==> config.mk <==
export PLATFORM = sky130hd
export DESIGN_NAME = ccrs_top
export DESIGN_NICKNAME = d
export VERILOG_FILES = /design/src/ccrs_pkg.sv /design/src/ccrs_top.sv
export SDC_FILE = /design/constraint.sdc
export NUM_CORES = 1
export LEC_CHECK = 0
export BUFFER_PORTS_ARGS = -buffer_cell sky130_fd_sc_hd__buf_4
export CAP_MARGIN = 5
export CORE_MARGIN = 3
export CORE_UTILIZATION = 35
export DETAILED_ROUTE_END_ITERATION = 8
export SLEW_MARGIN = 40
export SYNTH_ARGS = -nofsm -noshare
export SYNTH_HDL_FRONTEND = slang
export SYNTH_SLANG_ARGS = --single-unit
==> constraint.sdc <==
create_clock -name core_clk -period 2.8 [get_ports core_clk]
set_input_delay 0.14 -clock core_clk [delete_from_list [all_inputs] [get_ports core_clk]]
set_output_delay 0.14 -clock core_clk [all_outputs]
set_load 0.02 [all_outputs]
==> src/ccrs_pkg.sv <==
// constants and types for the converter configuration register slice
// What this block does
// - 24-bit read-only sync edge position status
// - 16-bit full-scale register, reset 0xA000, all channels
// - code 0x2000/0xA000/0xFFFF gives 500/800/1000 mVPP
// - power profile resets 0x4B; 0x46 low power
// - timestamp bit 0 enables input receiver
// - timestamp bit 1 selects PECL termination mode
// - reference output drive follows synthesizer enable one cycle late
// - reference output enable resets to one
// - feedback divider resets 0x00; post 3:2, first 1:0
// - post 1/2/4, first 5/4/3, code 3 reserved
package ccrs_pkg;
    localparam logic [14:0] ADDR_SYNC_POS_0 = 15'h002C;
    localparam logic [14:0] ADDR_SYNC_POS_1 = 15'h002D;
    localparam logic [14:0] ADDR_SYNC_POS_2 = 15'h002E;
    localparam logic [14:0] ADDR_FS_LO      = 15'h0030;
    localparam logic [14:0] ADDR_FS_HI      = 15'h0031;
    localparam logic [14:0] ADDR_PWR        = 15'h0037;
    localparam logic [14:0] ADDR_TSTMP      = 15'h003B;
    localparam logic [14:0] ADDR_REFO       = 15'h003C;
    localparam logic [14:0] ADDR_FBDIV      = 15'h003D;

    localparam logic [15:0] FS_RESET    = 16'hA000;
    localparam logic [7:0]  PWR_RESET   = 8'h4B;
    localparam logic [7:0]  PWR_LOW     = 8'h46;
    localparam logic [7:0]  TSTMP_RESET = 8'h00;
    localparam logic [7:0]  REFO_RESET  = 8'h01;
    localparam logic [7:0]  FBDIV_RESET = 8'h00;

    localparam int TS_EN_BIT     = 0;
    localparam int TS_PECL_BIT   = 1;
    localparam int REFO_EN_BIT   = 0;
    localparam int POST_DIV_LSB  = 2;
    localparam int FIRST_DIV_LSB = 0;

    // serial frame: read flag, 15 address bits, then data bytes
    localparam logic [4:0] BIT_ADDR_LAST = 5'h0F;
    localparam logic [4:0] BIT_DATA_0    = 5'h10;
    localparam logic [4:0] BIT_DATA_LAST = 5'h17;

    localparam logic [2:0] DIV_NONE = 3'h0;
    localparam logic [2:0] DIV_1    = 3'h1;
    localparam logic [2:0] DIV_2    = 3'h2;
    localparam logic [2:0] DIV_3    = 3'h3;
    localparam logic [2:0] DIV_4    = 3'h4;
    localparam logic [2:0] DIV_5    = 3'h5;

    typedef struct packed {
        logic [15:0] fs;
        logic [7:0]  pwr;
        logic [7:0]  tstmp;
        logic [7:0]  refo;
        logic [7:0]  fbdiv;
    } ccrs_regs_t;

    typedef struct packed {
        logic [15:0] full_scale_adjust;
        logic [7:0]  power_profile_code;
        logic        low_power_sel;
        logic        timestamp_input_enable;
        logic        timestamp_pecl_mode;
        logic        synth_ref_output_drive;
        logic [2:0]  post_div_ratio;
        logic [2:0]  first_div_ratio;
    } ccrs_ctrl_t;
endpackage

==> src/ccrs_top.sv <==
// serial-port register slice of the converter configuration map
`timescale 1ns/1ps
module ccrs_top (
    input  wire logic              core_clk,
    input  wire logic              rst_n,
    input  wire logic              spi_sclk,
    input  wire logic              spi_cs_n,
    input  wire logic              spi_sdi,
    input  wire logic [23:0]       sync_edge_position,
    input  wire logic              synth_enable,
    output logic                   spi_sdo,
    output logic                   spi_sdo_oe,
    output ccrs_pkg::ccrs_ctrl_t   ctrl
);
    // third sclk stage feeds only the edge detector
    logic [2:0]           sclk_q;
    logic [2:0]           next_sclk_q;
    logic [1:0]           cs_n_q;
    logic [1:0]           next_cs_n_q;
    logic [1:0]           sdi_q;
    logic [1:0]           next_sdi_q;
    logic                 sclk_rise;
    logic                 sclk_fall;
    logic                 cs_act;
    logic                 sdi_s;

    logic [4:0]           bit_cnt;
    logic [4:0]           next_bit_cnt;
    logic                 is_read;
    logic                 next_is_read;
    logic [14:0]          addr;
    logic [14:0]          next_addr;
    logic [7:0]           shift_in;
    logic [7:0]           next_shift_in;
    logic [7:0]           shift_out;
    logic [7:0]           next_shift_out;
    logic                 next_sdo;
    logic                 next_sdo_oe;
    logic                 wr_en;
    logic [14:0]          wr_addr;
    logic [7:0]           wr_data;

    ccrs_pkg::ccrs_regs_t regs;
    ccrs_pkg::ccrs_regs_t next_regs;
    ccrs_pkg::ccrs_ctrl_t next_ctrl;

    // byte readback; status bytes come live from the capture logic
    function automatic logic [7:0] read_byte(input logic [14:0] a,
                                             input ccrs_pkg::ccrs_regs_t r,
                                             input logic [23:0] pos);
        logic [7:0] d;
        d = 8'h00;
        case (a)
            ccrs_pkg::ADDR_SYNC_POS_0: d = pos[7:0];
            ccrs_pkg::ADDR_SYNC_POS_1: d = pos[15:8];
            ccrs_pkg::ADDR_SYNC_POS_2: d = pos[23:16];
            ccrs_pkg::ADDR_FS_LO:      d = r.fs[7:0];
            ccrs_pkg::ADDR_FS_HI:      d = r.fs[15:8];
            ccrs_pkg::ADDR_PWR:        d = r.pwr;
            ccrs_pkg::ADDR_TSTMP:      d = r.tstmp;
            ccrs_pkg::ADDR_REFO:       d = r.refo;
            ccrs_pkg::ADDR_FBDIV:      d = r.fbdiv;
            default:                   d = 8'h00;
        endcase
        return d;
    endfunction

    // pin synchronisers
    always_comb begin
        next_sclk_q = {sclk_q[1:0], spi_sclk};
        next_cs_n_q = {cs_n_q[0], spi_cs_n};
        next_sdi_q  = {sdi_q[0], spi_sdi};
    end

    // reset levels match idle pins, so no false edge after reset
    always_ff @(posedge core_clk or negedge rst_n) begin
        if (!rst_n) begin
            sclk_q <= 3'h0;
            cs_n_q <= 2'h3;
            sdi_q  <= 2'h0;
        end else begin
            sclk_q <= next_sclk_q;
            cs_n_q <= next_cs_n_q;
            sdi_q  <= next_sdi_q;
        end
    end

    assign sclk_rise = sclk_q[1] & ~sclk_q[2];
    assign sclk_fall = ~sclk_q[1] & sclk_q[2];
    assign cs_act    = ~cs_n_q[1];
    assign sdi_s     = sdi_q[1];

    // serial frame engine, mode 0, msb first
    always_comb begin
        next_bit_cnt   = bit_cnt;
        next_is_read   = is_read;
        next_addr      = addr;
        next_shift_in  = shift_in;
        next_shift_out = shift_out;
        next_sdo       = spi_sdo;
        next_sdo_oe    = spi_sdo_oe;
        wr_en          = 1'b0;
        wr_addr        = addr;
        wr_data        = {shift_in[6:0], sdi_s};
        if (!cs_act) begin
            next_bit_cnt = 5'h00;
            next_is_read = 1'b0;
            next_sdo     = 1'b0;
            next_sdo_oe  = 1'b0;
        end else if (sclk_rise) begin
            if (bit_cnt == 5'h00) begin
                next_is_read = sdi_s;
            end else if (bit_cnt <= ccrs_pkg::BIT_ADDR_LAST) begin
                next_addr = {addr[13:0], sdi_s};
            end else begin
                next_shift_in = {shift_in[6:0], sdi_s};
            end
            // fetch the first byte with the last address bit
            if (bit_cnt == ccrs_pkg::BIT_ADDR_LAST) begin
                next_shift_out = read_byte({addr[13:0], sdi_s}, regs, sync_edge_position);
            end
            // eighth data bit commits, then streams to address + 1
            if (bit_cnt == ccrs_pkg::BIT_DATA_LAST) begin
                wr_en          = ~is_read;
                next_addr      = addr + 15'h0001;
                next_shift_out = read_byte(addr + 15'h0001, regs, sync_edge_position);
                next_bit_cnt   = ccrs_pkg::BIT_DATA_0;
            end else begin
                next_bit_cnt = bit_cnt + 5'h01;
            end
        end else if (sclk_fall && is_read && bit_cnt >= ccrs_pkg::BIT_DATA_0) begin
            next_sdo       = shift_out[7];
            next_shift_out = {shift_out[6:0], 1'b0};
            next_sdo_oe    = 1'b1;
        end
    end

    // sdo and its enable leave straight from flops
    always_ff @(posedge core_clk or negedge rst_n) begin
        if (!rst_n) begin
            bit_cnt    <= 5'h00;
            is_read    <= 1'b0;
            addr       <= 15'h0000;
            shift_in   <= 8'h00;
            shift_out  <= 8'h00;
            spi_sdo    <= 1'b0;
            spi_sdo_oe <= 1'b0;
        end else begin
            bit_cnt    <= next_bit_cnt;
            is_read    <= next_is_read;
            addr       <= next_addr;
            shift_in   <= next_shift_in;
            shift_out  <= next_shift_out;
            spi_sdo    <= next_sdo;
            spi_sdo_oe <= next_sdo_oe;
        end
    end

    // register writes; status bytes have no storage and drop writes
    // reserved bits are stored and read back as written
    always_comb begin
        next_regs = regs;
        if (wr_en) begin
            case (wr_addr)
                ccrs_pkg::ADDR_FS_LO: next_regs.fs[7:0]  = wr_data;
                ccrs_pkg::ADDR_FS_HI: next_regs.fs[15:8] = wr_data;
                ccrs_pkg::ADDR_PWR:   next_regs.pwr      = wr_data;
                ccrs_pkg::ADDR_TSTMP: next_regs.tstmp    = wr_data;
                ccrs_pkg::ADDR_REFO:  next_regs.refo     = wr_data;
                ccrs_pkg::ADDR_FBDIV: next_regs.fbdiv    = wr_data;
                default:              next_regs          = regs;
            endcase
        end
    end

    always_ff @(posedge core_clk or negedge rst_n) begin
        if (!rst_n) begin
            regs.fs    <= ccrs_pkg::FS_RESET;
            regs.pwr   <= ccrs_pkg::PWR_RESET;
            regs.tstmp <= ccrs_pkg::TSTMP_RESET;
            regs.refo  <= ccrs_pkg::REFO_RESET;
            regs.fbdiv <= ccrs_pkg::FBDIV_RESET;
        end else begin
            regs <= next_regs;
        end
    end

    // decoded controls toward the analog and clocking blocks
    always_comb begin
        next_ctrl.full_scale_adjust      = regs.fs;
        next_ctrl.power_profile_code     = regs.pwr;
        next_ctrl.low_power_sel          = (regs.pwr == ccrs_pkg::PWR_LOW);
        next_ctrl.timestamp_input_enable = regs.tstmp[ccrs_pkg::TS_EN_BIT];
        next_ctrl.timestamp_pecl_mode    = regs.tstmp[ccrs_pkg::TS_PECL_BIT];
        // drive follows synth_enable one cycle late
        next_ctrl.synth_ref_output_drive = regs.refo[ccrs_pkg::REFO_EN_BIT]
                                           & synth_enable;
        // reserved divider codes decode to ratio zero
        case (regs.fbdiv[ccrs_pkg::POST_DIV_LSB +: 2])
            2'h0:    next_ctrl.post_div_ratio = ccrs_pkg::DIV_1;
            2'h1:    next_ctrl.post_div_ratio = ccrs_pkg::DIV_2;
            2'h2:    next_ctrl.post_div_ratio = ccrs_pkg::DIV_4;
            default: next_ctrl.post_div_ratio = ccrs_pkg::DIV_NONE;
        endcase
        case (regs.fbdiv[ccrs_pkg::FIRST_DIV_LSB +: 2])
            2'h0:    next_ctrl.first_div_ratio = ccrs_pkg::DIV_5;
            2'h1:    next_ctrl.first_div_ratio = ccrs_pkg::DIV_4;
            2'h2:    next_ctrl.first_div_ratio = ccrs_pkg::DIV_3;
            default: next_ctrl.first_div_ratio = ccrs_pkg::DIV_NONE;
        endcase
    end

    // controls change only on this edge, or clear to zero at once on reset
    always_ff @(posedge core_clk or negedge rst_n) begin
        if (!rst_n) begin
            ctrl <= '0;
        end else begin
            ctrl <= next_ctrl;
        end
    end
endmodule

==> reports/results.tsv <==
metric	value	unit
outcome	finished clean	
Critical Path Source Type	flop	
reg2reg setup slack	0.18	ns
Detailed Place HPWL	15.2	mm
Top FF cell, synth	dfrtp_1	
proportion of synthesized area in mux cells	10.7	%
FF+latch count, synth	127	
Post-Synth Simple-Gate Area	19.2	%
initial antenna violation count	0	
Async SR Flop Fraction	100	%
largest net degree at the start of global routing	66	
Critical R2R Launch	addr[4]	
CP startpoint	addr[4]	
GRT Total Usage	19.5	%
CP Buf/Inv Count	1	
Row Count	50	
Synth Area per Inst	10.1	um^2
crit path cell chain	nor3b_2, and4b_1, buf_12, nand4_1, o2111ai_1, a2111oi_0, o21ai_0, o2bb2ai_1	
synthesized instance count	692	
switch share	31.8	%
Cell Area, Synth	0.00697	mm^2
hold depth	4	
gr ovfl total	0	
final worst-path cycle share	93.7	%
clock network fraction of total power	42.9	%
Worst-Margin Slew	0.815	ns
Final Hold Viols	0	
Seq/Total Area, Yosys	45.8	%
worst reg2reg path endpoint	shift_out[4]	
Yosys top cell area share	42.4	%
Die W	147	um
Setup Skew	0.0102	ns
Crit Path Category	reg -> reg	
root buffer cell	clkbuf_16	
peak supply drop	0.000385	V
Max Fclk	381	MHz
type of the worst min-delay path	in -> reg	
Num CTS Buffers	17	
placed cells	1019	
diode count	0	
Sw Pwr	0.00171	W
R2R cell count	8	
vias in the first global route	5840	
Final Max Tran Viols	0	
Setup WS pre-CTS	0.0757	ns
kind of cell adding the most delay to the critical path	compound AO/OA/AOI/OAI gates	
critical path required time	3.11	ns
Pleak	3.73	nW
Nets	822	
Sum Neg Setup Slack	0	ns
Clock Pin Slew Worst Setup and Hold Paths	0.07	ns
post-synthesis compound-gate area fraction	17.5	%
WHS	0.126	ns
PwrDens	620	mW/mm^2
Post-synth EDFFs	0	
sequential fraction of design power	37.0	%
Syn Nets	729	
CTS tree	done	
Min-Delay Endpoint	shift_out[2]	
hold path startpoint	sync_edge_position[2]	
logic gate share of total power	20.1	%
Setup Viol. Count Final	0	
area grow syn2layout	24.4	%
main combinational cell family by area after synthesis	simple AND/OR/NAND/NOR gates	
Worst-Skew Late Latency	0.43	ns
CTS sink cnt	127	
via/cell ratio	5.81	
final worst path period need	2.62	ns
port bufs	65	
DRC	0	
Clock Tree Buf Depth	2	
share of layout cells above drive strength 1	30.6	%
Worst EP arrival	2.94	ns
DR iter-0 viols	651	
Die Span Y	147	um
area leader, netlist	dfrtp_1	
post-synthesis adder-cell area fraction	1.26	%
routability cong.	0.912	
ranking of synthesized cells by area	dfrtp_1 (42%), mux2_2 (9.7%), a21oi_1 (4.4%), dfstp_2 (3.4%), nand4_1 (3.1%)	
Critical-path top delay cell	a2111oi_0	
Power Internal	0.00367	W
Synth cell types	76	
Rel. slew slack	45.7	%
DRT Wirelength	21.1	mm
routed length per instance	19.9	um
CP endpoint kind	flop	
Crit path largest cell delay	0.63	ns
worst-path maximum fanout	24	
Post-synth top cells	dfrtp_1 (118), a21oi_1 (61), mux2_2 (60)	
DR vias	6151	
synth warn	0	
first-pass GRT wire length	33.3	mm
Initial Util	36.4	%
Synth Area in XOR/XNOR	1.02	%
First-pass DRT Iterations	8	
Finished Layout Cells	1058	
Final ANT Viol Nets	0	
top-count cell post-synth	dfrtp_1	
H-tree depth	4	
max-cap viol count	0	
core box area	0.0191	mm^2
Die ar.	0.0216	mm^2
I/O pins	66	
Worst Slack Setup Final	0.176	ns
-- worst min-delay path, stage by stage --
cell	delay (ns)
buf_4	0.09
o2bb2ai_1	0.10
o21ai_1	0.06
a21oi_1	0.13
-- cell usage in the layout, fill, tap and decap left out, types with 4 or more instances in the layout --
cell,n
dfstp_2,9
and2_1,7
nand2b_1,4
clkbuf_16,17
a31oi_1,6
nor4_1,7
o211ai_1,4
o2111a_1,5
nor3_1,15
and3_1,8
nand3_1,31
mux2_2,60
clkinvlp_4,4
ha_1,7
dfrtp_1,117
nand2_1,50
a221o_1,5
o2bb2ai_1,6
o21ai_0,23
nor2b_1,6
o22ai_1,7
a22o_1,4
a222oi_1,6
nor2_1,37
mux2i_1,7
inv_6,5
inv_1,22
a22oi_1,15
dlygate4sd3_1,5
nand4_1,34
a21oi_1,61
a211oi_1,5
buf_4,115
a311oi_1,4
-- worst max-delay path by stage --
stage              endpoint  depth (start not counted)
6_report       shift_out[4]                          8
5_1_grt        shift_out[5]                         11
4_1_cts        shift_out[0]                          8
3_5_place_dp   shift_out[0]                          8
3_3_place_gp   shift_out[0]                          8
2_1_floorplan  shift_out[3]                         10
-- layout make-up --
| type | instances | area (um^2) |
|---|---|---|
| Inverter | 22 | 82.6 |
| Clock inverter | 14 | 168 |
| Tap cell | 260 | 325 |
| Timing Repair Buffer | 124 | 985 |
| Sequential cell | 127 | 3190 |
| Multi-Input combinational cell | 493 | 3480 |
| Fill cell | 1858 | 10500 |
| Clock buffer | 18 | 439 |
-- kinds of logic (layout without fill, tap and decap cells) --
group / after synthesis / count (layout)
flip-flops: 127 / 127
adder cells (fa/ha/maj): 7 / 7
multiplexers: 67 / 67
AND/OR/NAND/NOR: 234 / 234
AO/OA/AOI/OAI: 179 / 179
XOR/XNOR: 6 / 6
buffers and inverters: 72 / 178
-- per-stage QoR --
stage / utilization [%] / area, um^2 / power [W]
floorplan: - / 6970 / 0.00266
global placement: 41.7 / 7980 / 0.00307
detailed placement: 41.7 / 7980 / 0.00306
CTS: 45.1 / 8640 / 0.00539
global route: 45.3 / 8670 / 0.00558
finish: 45.3 / 8670 / 0.00538
-- sequential cells by signal (all words and copies together), names as in the netlist --
signal	flops
spi_sdo	1
shift_in	7
shift_out	8
ctrl	34
spi_sdo_oe	1
cs_n_q	2
sdi_q	2
regs	22
next_ctrl	26
is_read	1
sclk_q	3
addr	15
bit_cnt	5
-- power groups by stage --
stage | sequential, W | clock (W) | combinational [W]
after floorplan | 0.00198 | 0 | 0.000686
after detailed placement | 0.00202 | 0 | 0.00104
after global placement | 0.00202 | 0 | 0.00105
final | 0.00199 | 0.00231 | 0.00108
after CTS | 0.00199 | 0.00235 | 0.00106
after global routing | 0.00200 | 0.00243 | 0.00116
-- routing by layer --
| metal | up-vias | GRT usage (%) | share of wire [%] |
|---|---|---|---|
| li1 | 2796 | - | - |
| met1 | 3013 | 27.2 | 44 |
| met2 | 287 | 30.2 | 47 |
| met3 | 55 | 3.58 | 7.1 |
| met4 | 0 | 7.69 | 2.8 |
| met5 | - | 0 | 0 |
-- repair_timing --
action                                  4_1_cts  5_1_grt
endpoints found under the hold margin        65        0
hold buffers                                  5        0
resized for setup                             0        4
endpoints found under the setup margin        0        8
buffers inserted                              0        2
(Power assumes the default switching activity.)
